$ cat config.mk
export PLATFORM = sky130hd
export DESIGN_NAME = tlih_handler
export DESIGN_NICKNAME = d
export VERILOG_FILES = /design/src/hw/tlih_pkg.sv /design/src/hw/tlih_handler.sv
export SDC_FILE = /design/constraint.sdc
export NUM_CORES = 1
export LEC_CHECK = 0
export BUFFER_PORTS_ARGS = -buffer_cell sky130_fd_sc_hd__clkbuf_2
export CORE_ASPECT_RATIO = 1.4
export CORE_UTILIZATION = 35
export CTS_BUF_LIST = sky130_fd_sc_hd__clkbuf_16
export CTS_CLUSTER_SIZE = 40
export DETAILED_ROUTE_END_ITERATION = 10
export HOLD_SLACK_MARGIN = 0.1
export SYNTH_ARGS = -nofsm -noshare
export SYNTH_HDL_FRONTEND = slang
export SYNTH_SLANG_ARGS = --single-unit
$ cat constraint.sdc
create_clock -name core_clk -period 3.7 [get_ports core_clk]
set_clock_uncertainty 0.15 [all_clocks]
set_input_delay 0.555 -clock core_clk [delete_from_list [all_inputs] [get_ports core_clk]]
set_output_delay 0.555 -clock core_clk [all_outputs]
set_load 0.03 [all_outputs]
$ cat src/hw/tlih_pkg.sv
// shared constants and types for the two-level interrupt handler
package tlih_pkg;
	localparam int          NUM_SRC       = 15;
	localparam int          GATE_BIT      = 7;
	// register byte addresses on the bus
	localparam logic [7:0]  ADDR_BASIC_EN = 8'h00;
	localparam logic [7:0]  ADDR_EXT_EN   = 8'h04;
	localparam logic [7:0]  ADDR_BASIC_PR = 8'h08;
	localparam logic [7:0]  ADDR_EXT_PR   = 8'h0c;
	localparam logic [7:0]  ADDR_PENDING  = 8'h10;
	localparam logic [7:0]  ADDR_CLEAR    = 8'h14;
	localparam logic [7:0]  ADDR_STATUS   = 8'h18;
	localparam logic [7:0]  ADDR_AUTOCLR  = 8'h1c;
	// reset values
	localparam logic [7:0]  EN_RESET      = 8'h00;
	localparam logic [7:0]  PR_RESET      = 8'h00;
	localparam logic [14:0] AUTOCLR_RESET = 15'h000f;
	// vector layout: base + 8 * index
	localparam logic [15:0] VEC_BASE      = 16'h0003;
	localparam int          VEC_SHIFT     = 3;
	// call cycles from capture to call issue, capture included (detect adds 1 more)
	localparam int          CALL_CYCLES   = 4;

	typedef enum logic [3:0] {
		TLIH_IDLE = 4'b0001,
		TLIH_WAIT = 4'b0010,
		TLIH_CALL = 4'b0100,
		TLIH_HOLD = 4'b1000
	} tlih_state_t;

	typedef struct packed {
		logic        valid;
		logic [15:0] vector;
		logic [3:0]  index;
		logic        high;
	} tlih_req_t;
endpackage

$ cat src/hw/tlih_handler.sv
// two-level interrupt handler with ahb-lite register slave
//
// Our own choices: the address map and the AHB-Lite interface to the registers.
`timescale 1ns/1ps
// Functional notes
// - hardware event sets source pending flag
// - flag sets even when source disabled
// - enabled pending forces call after instruction
// - routine ends with return; core resumes
// - disabled source raises no request
// - per-source enable in basic/extended register
// - global gate bit 7 masks everything
// - gated requests stay pending until reopened
// - some flags cleared by hardware on vector
// - still-pending flag re-requests after return
// - fifteen sources, own vector and order
// - software set behaves like hardware event
// - per-source priority bit, low or high
// - high preempts low, high never preempted
// - priorities reset to low
// - higher level first, then fixed order
// - requests sampled every clock cycle
// - minimum response five clock cycles
// - equal-or-higher routine blocks new request
module tlih_handler (
	input  wire logic                 core_clk,
	input  wire logic                 reset,
	input  wire logic                 hsel,
	input  wire logic [31:0]          haddr,
	input  wire logic [1:0]           htrans,
	input  wire logic                 hwrite,
	input  wire logic [2:0]           hsize,
	input  wire logic [31:0]          hwdata,
	input  wire logic                 hready,
	output logic      [31:0]          hrdata,
	output logic                      hreadyout,
	output logic                      hresp,
	input  wire logic [14:0]          src_event,
	input  wire logic                 insn_boundary,
	input  wire logic                 call_ack,
	input  wire logic                 return_from_interrupt_done,
	output tlih_pkg::tlih_req_t       call_req,
	output logic      [14:0]          pending_flags,
	output logic      [1:0]           level_active
);
	logic [7:0]                basic_enable_register;
	logic [7:0]                extended_enable_register;
	logic [7:0]                basic_priority_register;
	logic [7:0]                extended_priority_register;
	logic [14:0]               pend_reg;
	logic [14:0]               autoclr_reg;
	logic [1:0]                active_reg;
	logic                      hold_reg;
	logic [2:0]                cnt_reg;
	tlih_pkg::tlih_state_t     state_reg;
	tlih_pkg::tlih_req_t       req_reg;
	logic                      wr_pend_reg;
	logic [7:0]                wr_addr_reg;
	logic [14:0]               en_vec;
	logic [14:0]               pr_vec;
	logic [14:0]               live;
	logic                      global_irq_gate;
	logic                      ap_valid;
	tlih_pkg::tlih_req_t       pick;
	logic                      sw_set_wr;
	logic                      sw_clr_wr;
	logic [14:0]               hw_clr;
	logic                      vec_fire;

	// lowest index wins among the given mask
	function automatic logic [4:0] first_set(input logic [14:0] m);
		first_set = 5'h1f;
		for (int i = tlih_pkg::NUM_SRC - 1; i >= 0; i--) begin
			if (m[i]) begin
				first_set = 5'(i);
			end
		end
	endfunction

	function automatic logic reg_hit(input logic [7:0] a, input logic [7:0] r);
		reg_hit = (a == r);
	endfunction

	// ---- bus slave: zero wait states
	assign hreadyout = 1'b1;
	assign hresp     = 1'b0;
	assign ap_valid  = hsel && htrans[1] && hready;

	always_ff @(posedge core_clk) begin
		if (reset) begin
			wr_pend_reg <= 1'b0;
			wr_addr_reg <= 8'h00;
		end else begin
			wr_pend_reg <= ap_valid && hwrite;
			wr_addr_reg <= {haddr[7:2], 2'b00};
		end
	end

	always_ff @(posedge core_clk) begin
		if (reset) begin
			hrdata <= 32'h0000_0000;
		end else if (ap_valid && !hwrite) begin
			case ({haddr[7:2], 2'b00})
				tlih_pkg::ADDR_BASIC_EN: hrdata <= {24'h000000, basic_enable_register};
				tlih_pkg::ADDR_EXT_EN:   hrdata <= {24'h000000, extended_enable_register};
				tlih_pkg::ADDR_BASIC_PR: hrdata <= {24'h000000, basic_priority_register};
				tlih_pkg::ADDR_EXT_PR:   hrdata <= {24'h000000, extended_priority_register};
				tlih_pkg::ADDR_PENDING:  hrdata <= {17'h00000, pend_reg};
				tlih_pkg::ADDR_STATUS:   hrdata <= {22'h000000, hold_reg, active_reg,
					state_reg, 3'h0};
				tlih_pkg::ADDR_AUTOCLR:  hrdata <= {17'h00000, autoclr_reg};
				default:                 hrdata <= 32'h0000_0000;
			endcase
		end
	end

	assign sw_set_wr = wr_pend_reg && reg_hit(wr_addr_reg, tlih_pkg::ADDR_PENDING);
	assign sw_clr_wr = wr_pend_reg && reg_hit(wr_addr_reg, tlih_pkg::ADDR_CLEAR);

	// enable and priority registers, priorities reset low
	always_ff @(posedge core_clk) begin
		if (reset) begin
			basic_enable_register      <= tlih_pkg::EN_RESET;
			extended_enable_register   <= tlih_pkg::EN_RESET;
			basic_priority_register    <= tlih_pkg::PR_RESET;
			extended_priority_register <= tlih_pkg::PR_RESET;
			autoclr_reg                <= tlih_pkg::AUTOCLR_RESET;
		end else if (wr_pend_reg) begin
			if (reg_hit(wr_addr_reg, tlih_pkg::ADDR_BASIC_EN)) begin
				basic_enable_register <= hwdata[7:0];
			end
			if (reg_hit(wr_addr_reg, tlih_pkg::ADDR_EXT_EN)) begin
				extended_enable_register <= hwdata[7:0];
			end
			if (reg_hit(wr_addr_reg, tlih_pkg::ADDR_BASIC_PR)) begin
				basic_priority_register <= {1'b0, hwdata[6:0]};
			end
			if (reg_hit(wr_addr_reg, tlih_pkg::ADDR_EXT_PR)) begin
				extended_priority_register <= hwdata[7:0];
			end
			if (reg_hit(wr_addr_reg, tlih_pkg::ADDR_AUTOCLR)) begin
				autoclr_reg <= hwdata[14:0];
			end
		end
	end

	// global gate is bit 7 of the basic enable
	assign global_irq_gate = basic_enable_register[tlih_pkg::GATE_BIT];
	assign en_vec = {extended_enable_register, basic_enable_register[6:0]};
	assign pr_vec = {extended_priority_register, basic_priority_register[6:0]};

	// hardware clear of auto-clear flags on vector
	always_comb begin
		hw_clr = 15'h0000;
		if (vec_fire) begin
			hw_clr[req_reg.index] = autoclr_reg[req_reg.index];
		end
	end

	// flags set regardless of enables; set wins over clear
	generate
		for (genvar g = 0; g < tlih_pkg::NUM_SRC; g++) begin : g_pend
			always_ff @(posedge core_clk) begin
				if (reset) begin
					pend_reg[g] <= 1'b0;
				end else if (src_event[g] || (sw_set_wr && hwdata[g])) begin
					pend_reg[g] <= 1'b1;
				end else if (hw_clr[g] || (sw_clr_wr && hwdata[g])) begin
					pend_reg[g] <= 1'b0;
				end
			end
		end
	endgenerate
	assign pending_flags = pend_reg;

	// only enabled flags under an open gate are live
	assign live = global_irq_gate ? (pend_reg & en_vec) : 15'h0000;

	always_comb begin
		logic [14:0] hi;
		logic [4:0]  idx;
		hi   = live & pr_vec;
		pick = '0;
		idx  = 5'h1f;
		if (|hi && !active_reg[1]) begin
			idx       = first_set(hi);
			pick.high = 1'b1;
		end else if (|live && active_reg == 2'b00) begin
			idx = first_set(live);
		end
		if (idx != 5'h1f) begin
			pick.valid  = 1'b1;
			pick.index  = idx[3:0];
			pick.vector = tlih_pkg::VEC_BASE + (16'(idx) << tlih_pkg::VEC_SHIFT);
		end
	end

	// detect, wait for boundary, four cycle call
	always_ff @(posedge core_clk) begin
		if (reset) begin
			state_reg <= tlih_pkg::TLIH_IDLE;
			req_reg   <= '0;
			cnt_reg   <= 3'h0;
		end else begin
			case (state_reg)
				tlih_pkg::TLIH_IDLE: begin
					if (pick.valid && !hold_reg) begin
						state_reg <= tlih_pkg::TLIH_WAIT;
					end
				end
				tlih_pkg::TLIH_WAIT: begin
					if (!pick.valid) begin
						state_reg <= tlih_pkg::TLIH_IDLE;
					end else if (insn_boundary) begin
						req_reg   <= pick;
						// capture edge is the first of the call cycles
						cnt_reg   <= 3'(tlih_pkg::CALL_CYCLES - 2);
						state_reg <= tlih_pkg::TLIH_CALL;
					end
				end
				tlih_pkg::TLIH_CALL: begin
					if (cnt_reg == 3'h0) begin
						state_reg <= tlih_pkg::TLIH_HOLD;
					end else begin
						cnt_reg <= cnt_reg - 3'h1;
					end
				end
				tlih_pkg::TLIH_HOLD: begin
					if (call_ack) begin
						req_reg.valid <= 1'b0;
						state_reg     <= tlih_pkg::TLIH_IDLE;
					end
				end
				default: state_reg <= tlih_pkg::TLIH_IDLE;
			endcase
		end
	end

	assign vec_fire = (state_reg == tlih_pkg::TLIH_HOLD) && call_ack;
	assign call_req = (state_reg == tlih_pkg::TLIH_HOLD) ? req_reg : '0;

	// level bookkeeping; return releases the most recent
	always_ff @(posedge core_clk) begin
		if (reset) begin
			active_reg <= 2'b00;
		end else if (vec_fire) begin
			active_reg[req_reg.high] <= 1'b1;
		end else if (return_from_interrupt_done) begin
			if (active_reg[1]) begin
				active_reg[1] <= 1'b0;
			end else begin
				active_reg[0] <= 1'b0;
			end
		end
	end
	assign level_active = active_reg;

	// one instruction must run after a return
	always_ff @(posedge core_clk) begin
		if (reset) begin
			hold_reg <= 1'b0;
		end else if (return_from_interrupt_done) begin
			hold_reg <= 1'b1;
		end else if (insn_boundary) begin
			hold_reg <= 1'b0;
		end
	end
endmodule

==> impl_metrics.toml, run 1 <==
[outcome]
status = "finished, final reports clean"

[detailed_routing]
drc = 0
vias = 5139
ant_nets = 0
firstDrtPassIters = 6
wl_per_cell_microns = 19.8
drt-initial-drc-count = 424
via_per_inst = 5.70
wl_microns = 17800

[sta]
setup_tns_ns = 0
max_freq_mhz = 373
layout_min_cycle_time_ns = 2.68
finalCritPeriodShare_pct = 72.4
rsz0062_at_grt = "no"
whs_ns = 0.271
slew_headroom_pct = 30.4
setup_viol = 0
hold_viol = 0
tightestPinTransition_ns = 1.04
final-max-slew-violation-count = 0

[worst_setup_path]
criticalPathCategory = "flop to flop"
critPathArrivalTime_ns = 2.80
worstPathMaxFanout = 13
critPathBufInv = 1
path_delay_family = "compound AO/OA/AOI/OAI gates"
worst_ep_required_time_ns = 3.82
cp-start-kind = "flop"
rrSetupSlack_ns = 1.02
crit_chain = "buf_4, nand4_1, nand4_4, o41ai_2, a21oi_2, nand2_1, o22ai_1"
crit_slowest_cell = "a21oi_2"
end_kind = "flop"
max_stage_delay_ns = 0.56

[global_route]
overflow = 0
grt_pass1_vias = 4868
antenna_found_initial = 0
grt_pass1_wl_microns = 27100
grt_usage_pct = 22.5
grt_max_degree = 93

[run]
cap_viol_max_count = 0

[power_and_ir_drop]
p_leak_nw = 2.51
powerDensity_nw_per_um2 = 368
peakVddDrop_mv = 0.231

[placed_design]
routabilityCongestion = 0.897
hpwl_microns = 13200
port_buffers = 89

[clocking]
holdBufCountCts = 0
cts_tree = "yes"
clock_sinks = 101
clk_latency_ns = 0.35
h-tree-depth = 3
cts_made_buffers = 9
cts_root_buf = "clkbuf_16"
post_cts_resized = 0
path_clk_slew_ns = 0.08
cts_max_path_buffers = 2
post_cts_buffers = 0

[floorplanning]
fp.dieH_microns = 149
die_x_microns = 107
rows = 53
dieArea_sq_um = 15900
start_util_pct = 35.8
ios = 165
core_area_sq_um = 15100

[layout]
area_growth_pct = 13.6
drive_above_1_share_pct = 19.6
diodes = 0
num-nets-final = 799
fillers = 1536

[yosys]
syn_area_sq_um = 5390
yosysWarnings = 0
ys_ff_latch = 101
netlist_instances = 640
avgSynthCellArea_sq_um = 8.42
yosys.area.top_type = "dfxtp_1"
yosys.cell_types.count = 65
async_flop_share_pct = 0
synth_edf_count = 0
ys.flop_type = "dfxtp_1"
yosysSeqAreaShare_pct = 37.5
yosysTopAreaCellShare_pct = 37.5
ys_top_cells_by_area = "dfxtp_1 (38%), mux2i_1 (6.9%), nor2_1 (5.7%)"

[hold_path]
hold_path.class = "input pin to flop"
metal layers:
| layer | part of all wire, % | wire, microns | global-route usage, % | up-vias |
|---|---|---|---|---|
| met5 | 0 | 0 | 0 | - |
| met4 | 5.3 | 940 | 12.7 | 0 |
| met3 | 5.6 | 998 | 3.10 | 50 |
| met2 | 48 | 8600 | 37.5 | 255 |
| met1 | 41 | 7290 | 27.7 | 2439 |
| li1 | - | - | - | 2395 |
cell families (layout without fill, tap and decap cells):
family                     Yosys count  count (layout)  synth area share [%]
muxes                               48              48                  10.2
AOI/OAI and AO/OA                  146             146                  18.5
and+or+nand+nor                    263             263                  25.0
xor gates and xnor gates             2               2                 0.325
other                                2              28                 0.139
buffers and inverters               76             120                  7.85
DFF                                101             101                  37.5
adders and majority gates            2               2                 0.464
cell usage in the layout (no fill, tap or decap), types with 7 or more instances in the layout:
cell type  count
nand4_2        7
a21oi_1       45
a221oi_1       7
mux2i_1       37
conb_1        28
dfxtp_1      101
and2_1        13
o21ai_0       14
clkbuf_2      88
nand4_1       15
o211ai_1       7
nor2_1        82
buf_4          7
nand2_1       73
nor3_1         7
clkbuf_16      9
nand3_1       18
inv_1          8
a22oi_1       30
nor2b_1       10
stage by stage:
stage	total power (W)	cell area, sq um	utilization, %	worst slack, ns	instances
floorplan	0.00129	5490	-	1.51	666
global placement	0.00136	5830	38.7	0.919	886
detailed placement	0.00136	5830	38.7	0.901	886
CTS	0.00227	6120	40.7	1.05	902
global route	0.00232	6120	40.7	0.879	902
finish	0.00225	6120	40.7	1.02	902
layout make-up:
type / instances / area [sq um] / share of cell area [%]
Sequential cell: 101 / 2020 / 33.0
Clock buffer: 9 / 225 / 3.68
Multi-Input combinational cell: 489 / 3040 / 49.7
Inverter: 8 / 30.0 / 0.491
Timing Repair Buffer: 96 / 498 / 8.14
Tap cell: 192 / 240 / 3.92
Clock inverter: 7 / 63.8 / 1.04
synth_stat cells (all sizes together), types with 4 or more instances:
cell,count
mux2,6
nand4,23
mux2i,37
nand2,73
inv,7
nand2b,6
a32oi,4
buf,39
clkbuf,29
o22ai,6
o21ai,15
a2bb2oi,4
and2,14
o211ai,7
a221oi,7
nand4b,4
nor3,10
a22oi,30
dfxtp,101
a31oi,4
mux4,5
nand3b,5
nor2,82
nand3,18
nor2b,10
a21oi,46
final timing paths:
kind	startpoint	to	cells after the start
worst max-delay path	basic_enable_register[7]	req_reg[11]	7
worst min-delay path	src_event[12]	pending_flags[12]	3
worst max register to register	basic_enable_register[7]	req_reg[11]	7
worst min register to register	req_reg[12]	req_reg[12]	1
worst reg2reg max path: stages, from the launching register on:
cell and delay (ns):
dfxtp_1 0.54, buf_4 0.31, nand4_1 0.26, nand4_4 0.21, o41ai_2 0.14, a21oi_2 0.56, nand2_1 0.21, o22ai_1 0.21
report_power, final:
| group | switching (W) | total, W | internal, W |
|---|---|---|---|
| logic | 0.000142 | 0.000193 | 0.0000512 |
| clock network | 0.000453 | 0.000920 | 0.000467 |
| registers | 0.0000382 | 0.00114 | 0.00110 |
| total | 0.000633 | 0.00225 | 0.00162 |
No activity file was read; power rests on OpenSTA's default activity.
==> inputs of run 2 (changes only) <==
--- a/config.mk
+++ b/config.mk
@@ -5,6 +5,7 @@
 export SDC_FILE = /design/constraint.sdc
 export NUM_CORES = 1
 export LEC_CHECK = 0
+export ABC_AREA = 1
 export BUFFER_PORTS_ARGS = -buffer_cell sky130_fd_sc_hd__clkbuf_2
 export CORE_ASPECT_RATIO = 1.4
 export CORE_UTILIZATION = 35
==> constraint.sdc (replaced) <==
create_clock -name core_clk -period 2.3 [get_ports core_clk]
set_clock_uncertainty 0.15 [all_clocks]
set_input_delay 0.345 -clock core_clk [delete_from_list [all_inputs] [get_ports core_clk]]
set_output_delay 0.345 -clock core_clk [all_outputs]
set_load 0.03 [all_outputs]
==> run 2 against run 1 <==
Net effect:
- non-clock buffer count up 52
- worst hold slack worse by 0.17 ns
- count of clock-buffer cells in the layout unchanged
- wire length shrank 0.57%
- register-to-register slack worse by 0.89 ns
==> impl_metrics.toml, run 2 <==
[outcome]
status = "finished, final reports clean"

[sta]
slew_headroom_pct = 57.4
hold_viol = 0
tightestPinTransition_ns = 0.639
setup_viol = 0
finalCritPeriodShare_pct = 95.6
layout_min_cycle_time_ns = 2.20
setup_tns_ns = 0
rsz0062_at_grt = "yes"
whs_ns = 0.0998
final-max-slew-violation-count = 0
max_freq_mhz = 455

[placed_design]
hpwl_microns = 12900
port_buffers = 89
postPlaceCellArea_sq_um = 6050
routabilityCongestion = 0.923

[clocking]
cts_max_path_buffers = 2
cts_tree = "yes"
cts_made_buffers = 9
cts_root_buf = "clkbuf_16"
h-tree-depth = 3
clk_latency_ns = 0.35
path_clk_slew_ns = 0.07
clock_sinks = 101

[yosys]
ys_ff_latch = 101
ys.flop_type = "dfxtp_1"
synth-xor-area-share_pct = 0
yosys.area.top_type = "dfxtp_1"
synth_compound_area_share_pct = 22.4
yosysSeqAreaShare_pct = 37.7
synth_top_family_by_area = "simple AND/OR/NAND/NOR gates"
netlist_instances = 766
yosysMostFrequentCell = "nand2_1"
synth.mux.area_fraction_pct = 0
synth_edf_count = 0
synth_fa_ha_area_share_pct = 0.466
ys_top_cells_by_area = "dfxtp_1 (38%), nand2_1 (8.7%), inv_1 (7.4%)"
async_flop_share_pct = 0
syn_area_sq_um = 5370
yosysTopAreaCellShare_pct = 37.7
yosys.cell_types.count = 45
avgSynthCellArea_sq_um = 7.01
synthSimpleGateAreaFrac_pct = 24.3
yosysWarnings = 0
synth_common_cells = "nand2_1 (125), inv_1 (106), dfxtp_1 (101)"

[layout]
fin_area_sq_um = 6630
drive_above_1_share_pct = 19.6
area_growth_pct = 23.5
layout_common_cells = "nand2_1 (125), inv_1 (107), dfxtp_1 (100)"
diodes = 0
final_common_cell = "nand2_1"
num-nets-final = 985

[worst_setup_path]
end_kind = "flop"
max_stage_delay_ns = 0.53
worstPathMaxFanout = 4
critPathArrivalTime_ns = 2.33
worst_ep_required_time_ns = 2.43
cp-endpoint = "hrdata[6]"
cp-start-kind = "input pin"
rr_startpoint = "basic_enable_register[7]"
crit_slowest_cell = "dlygate4sd3_1"
cp_common_cell = "inv_1"
ff2ff_path_depth = 16
crit_chain = "dlygate4sd3_1, clkbuf_2, nor2_1, inv_1, nor2_2, inv_1, nor2_2, inv_1, nor2_1, a221oi_1, o2111ai_1, nand2_1, a21oi_1"
path_delay_family = "buffers and inverters"
setup.worst_path.start = "haddr[7]"
criticalPathCategory = "input pin to flop"
critPathBufInv = 5
rrSetupSlack_ns = 0.13
crit-reg2reg-capture = "cnt_reg[2]"
crit_cells = 13

[global_route]
top_usage_layer = "met2"
antenna_found_initial = 0
grt_pass1_wl_microns = 26900
use_met2_pct = 36.8
gr-usage-met3_pct = 4.08
grt_usage_pct = 22.2
grt_pass1_vias = 5133
grt_max_degree = 43
overflow = 0
met1_usage_pct = 28.1

[detailed_routing]
vias = 5619
drt-initial-drc-count = 389
wl_microns = 17700
via_per_inst = 5.16
wl_per_cell_microns = 16.3
firstDrtPassIters = 5
ant_nets = 0
drc = 0

[floorplanning]
rows = 53
fp.dieH_microns = 149
die_x_microns = 107
core_area_sq_um = 15000
ios = 165
start_util_pct = 35.8
dieArea_sq_um = 15800

[power_and_ir_drop]
power_w = 0.00380
p_leak_nw = 2.97
powerDensity_nw_per_um2 = 573
peakVddDrop_mv = 0.282

[hold_path]
hold_path.class = "input pin to flop"

[run]
cap_viol_max_count = 0
==> run 2: final cells by class <==
class,count,area (sq um)
Clock inverter,7,67.6
Fill cell,1576,8350
Timing Repair Buffer,148,963
Clock buffer,9,225
Multi-Input combinational cell,518,2680
Sequential cell,101,2020
Tap cell,192,240
Inverter,113,430
==> run 2: cell families after synthesis <==
family | count (synthesis)
and+or+nand+nor | 290
AOI/OAI and AO/OA | 197
buffers and inverters | 174
DFF | 101
adders and majority gates | 2
other | 2
==> run 2: metrics by stage <==
stage,worst slack (ns),std cells,utilization [%]
after detailed placement,0.116,1046,40.4
final,0.102,1088,44.3
after floorplan,0.322,792,-
after global routing,-0.0268,1088,44.3
after CTS,0.00204,1080,43.5
after global placement,0.156,1046,40.4
==> run 2: worst register-to-register path, stage by stage (launching register included) <==
cell and delay (ns):
dfxtp_2 0.36, buf_12 0.16, nand3_1 0.10, inv_1 0.06
nand2_1 0.07, and2_1 0.14, nand2_1 0.07, nor2_1 0.14
nand2_1 0.10, nand2_2 0.09, nand2_4 0.07, inv_4 0.12
nor2_8 0.07, nor2_4 0.13, inv_2 0.06, a21oi_1 0.12
nor2_1 0.05
==> run 2: metal layers <==
metal	routed length, microns	up-vias
li1	-	2779
met1	7650	2542
met2	8200	257
met3	1310	41
met4	550	0
met5	0	-
==> run 2: timing repair <==
action                                 in CTS  in global routing
hold buffers                               18                  0
endpoints found under the hold margin      17                  0
buffers inserted                            0                  6
setup endpoints to repair                   0                 15
gates resized for setup                     0                  9
==> run 2: power by group <==
group | switching [W] | total (W) | internal (W) | leakage, nW
clock | 0.000676 | 0.00152 | 0.000840 | 0.154
combinational | 0.000302 | 0.000445 | 0.000144 | 2.00
sequential | 0.0000513 | 0.00184 | 0.00179 | 0.821
==> run 2: worst min-delay path by stage <==
stage                 startpoint                to  depth (start not counted)
floorplan            req_reg[12]       req_reg[12]                          2
global placement     req_reg[12]       req_reg[12]                          2
finish              src_event[8]  pending_flags[8]                          3
detailed placement   req_reg[12]       req_reg[12]                          2
global route        src_event[8]  pending_flags[8]                          3
CTS                 src_event[8]  pending_flags[8]                          3
==> inputs of run 3 (changes only) <==
--- a/config.mk
+++ b/config.mk
@@ -8,11 +8,12 @@
 export ABC_AREA = 1
 export BUFFER_PORTS_ARGS = -buffer_cell sky130_fd_sc_hd__clkbuf_2
 export CORE_ASPECT_RATIO = 1.4
-export CORE_UTILIZATION = 35
+export CORE_UTILIZATION = 47
 export CTS_BUF_LIST = sky130_fd_sc_hd__clkbuf_16
 export CTS_CLUSTER_SIZE = 40
 export DETAILED_ROUTE_END_ITERATION = 10
 export HOLD_SLACK_MARGIN = 0.1
+export PLACE_DENSITY = 0.77
 export SYNTH_ARGS = -nofsm -noshare
 export SYNTH_HDL_FRONTEND = slang
 export SYNTH_SLANG_ARGS = --single-unit
==> run 3 against run 2 <==
Net effect:
- combinational power fell by 4%
- setup slack better by 0.018 ns
- worst hold slack better by 0.0023 ns
- largest cell class unchanged
- die area fell by 25%
==> impl_metrics.toml, run 3 (synthesis gave the netlist of run 2 again) <==
[detailed_routing]
vias = 5626
firstDrtPassIters = 5
wl_per_cell_microns = 15.7
via_per_inst = 5.44
drt-initial-drc-count = 255
wl_microns = 16200
ant_nets = 0
drc = 0

[placed_design]
port_buffers = 89
post-place-cells = 997
routabilityCongestion = 1.02
hpwl_microns = 12300
dp_slack_ns = 0.106
postPlaceCellArea_sq_um = 5980

[worst_setup_path]
worst_ep_required_time_ns = 2.43
crit_cells = 13
end_kind = "flop"
critPathArrivalTime_ns = 2.31
crit_chain = "dlygate4sd3_1, clkbuf_2, nor2_1, inv_1, nor2_1, inv_1, nor2_1, inv_2, o22ai_1, a21oi_1, nand3_1, nand2_1, a21oi_1"
setup.worst_path.start = "haddr[7]"
path_delay_family = "buffers and inverters"
ff2ff_path_depth = 13
cp-start-kind = "input pin"
rr_startpoint = "basic_enable_register[7]"
cp-endpoint = "hrdata[7]"
cp_common_cell = "nor2_1"
crit_slowest_cell = "dlygate4sd3_1"
worstPathMaxFanout = 7
max_stage_delay_ns = 0.54
rrSetupSlack_ns = 0.17
crit-reg2reg-capture = "req_reg[11]"
criticalPathCategory = "input pin to flop"
critPathBufInv = 5

[clocking]
cts_root_buf = "clkbuf_16"
cts_made_buffers = 9
cts_tree = "yes"
cts_max_path_buffers = 2
h-tree-depth = 3
clk_latency_ns = 0.35
clock_sinks = 101
path_clk_slew_ns = 0.06

[sta]
setup_viol = 0
layout_setup_ws_ns = 0.120
final-max-slew-violation-count = 0
tightestPinTransition_ns = 0.604
layout_min_cycle_time_ns = 2.18
whs_ns = 0.102
max_freq_mhz = 459
slew_headroom_pct = 59.7
hold_viol = 0
finalCritPeriodShare_pct = 94.8

[global_route]
grt_usage_pct = 28.2
grt_max_degree = 43
overflow = 0
grt_pass1_wl_microns = 25800
antenna_found_initial = 0
grt_pass1_vias = 5231

[floorplanning]
ios = 165
core_area_sq_um = 11000
dieArea_sq_um = 11900
die_x_microns = 92.3
start_util_pct = 48.9
fp.dieH_microns = 128
rows = 45

[layout]
fillers = 1041
diodes = 0
final_common_cell = "nand2_1"
regArea_sq_um = 2020
fin_cells = 1035
multiInputGateArea_sq_um = 2660
layout_common_cells = "nand2_1 (125), inv_1 (105), dfxtp_1 (100)"
num-nets-final = 984
area_growth_pct = 20.6
drive_above_1_share_pct = 19.2
fin_area_sq_um = 6480

[power_and_ir_drop]
p_leak_nw = 2.94
peakVddDrop_mv = 0.379
powerDensity_nw_per_um2 = 561
power_w = 0.00364

[run]
cap_viol_max_count = 0

[outcome]
status = "finished, final reports clean"

[hold_path]
hold_path.class = "input pin to flop"
[run 3: layout make-up]
cell class,count,share of cell area (%)
timing repair buffer,148,14.4
sequential,101,31.2
tap,141,2.72
multi-input combinational,517,41.1
inverter,113,6.59
clock inverter,6,0.502
clock buffer,9,3.48
[run 3: worst min path at each step]
stage | start | to | slack [ns] | depth (start not counted)
6_report | src_event[2] | pending_flags[2] | 0.10 | 3
5_1_grt | src_event[2] | pending_flags[2] | 0.10 | 3
4_1_cts | src_event[2] | pending_flags[2] | 0.10 | 3
3_5_place_dp | req_reg[12] | req_reg[12] | 0.30 | 2
3_3_place_gp | req_reg[12] | req_reg[12] | 0.29 | 2
2_1_floorplan | req_reg[12] | req_reg[12] | 0.27 | 2
[run 3: routing by layer]
layer / global-route usage, % / wire [microns] / vias up
met3: 4.08 / 1030 / 43
li1: - / - / 2771
met4: 16.1 / 668 / 0
met5: 0 / 0 / -
met1: 34.5 / 6620 / 2565
met2: 47.4 / 7880 / 247
[run 3: what timing repair did]
| item | CTS | global route |
|---|---|---|
| hold endpoints to repair | 16 | 0 |
| setup buffers | 0 | 6 |
| hold buffers | 17 | 0 |
| setup endpoints to repair | 0 | 14 |
| resized for setup | 0 | 8 |
[run 3: power breakdown]
| group | switching [W] | internal, W |
|---|---|---|
| sequential | 0.0000524 | 0.00179 |
| clock | 0.000647 | 0.000716 |
| combinational | 0.000290 | 0.000138 |
[run 3: per-stage QoR]
stage	TNS, ns	utilization, %
final	0	59.0
after global routing	-0.00604	59.0
after CTS	0	58.4
after detailed placement	0	54.5
after global placement	0	54.5
after floorplan	0	-
[run 3: worst min-delay path, cell delays in order]
cell,delay [ns]
clkbuf_2,0.08
inv_1,0.05
a31oi_1,0.07
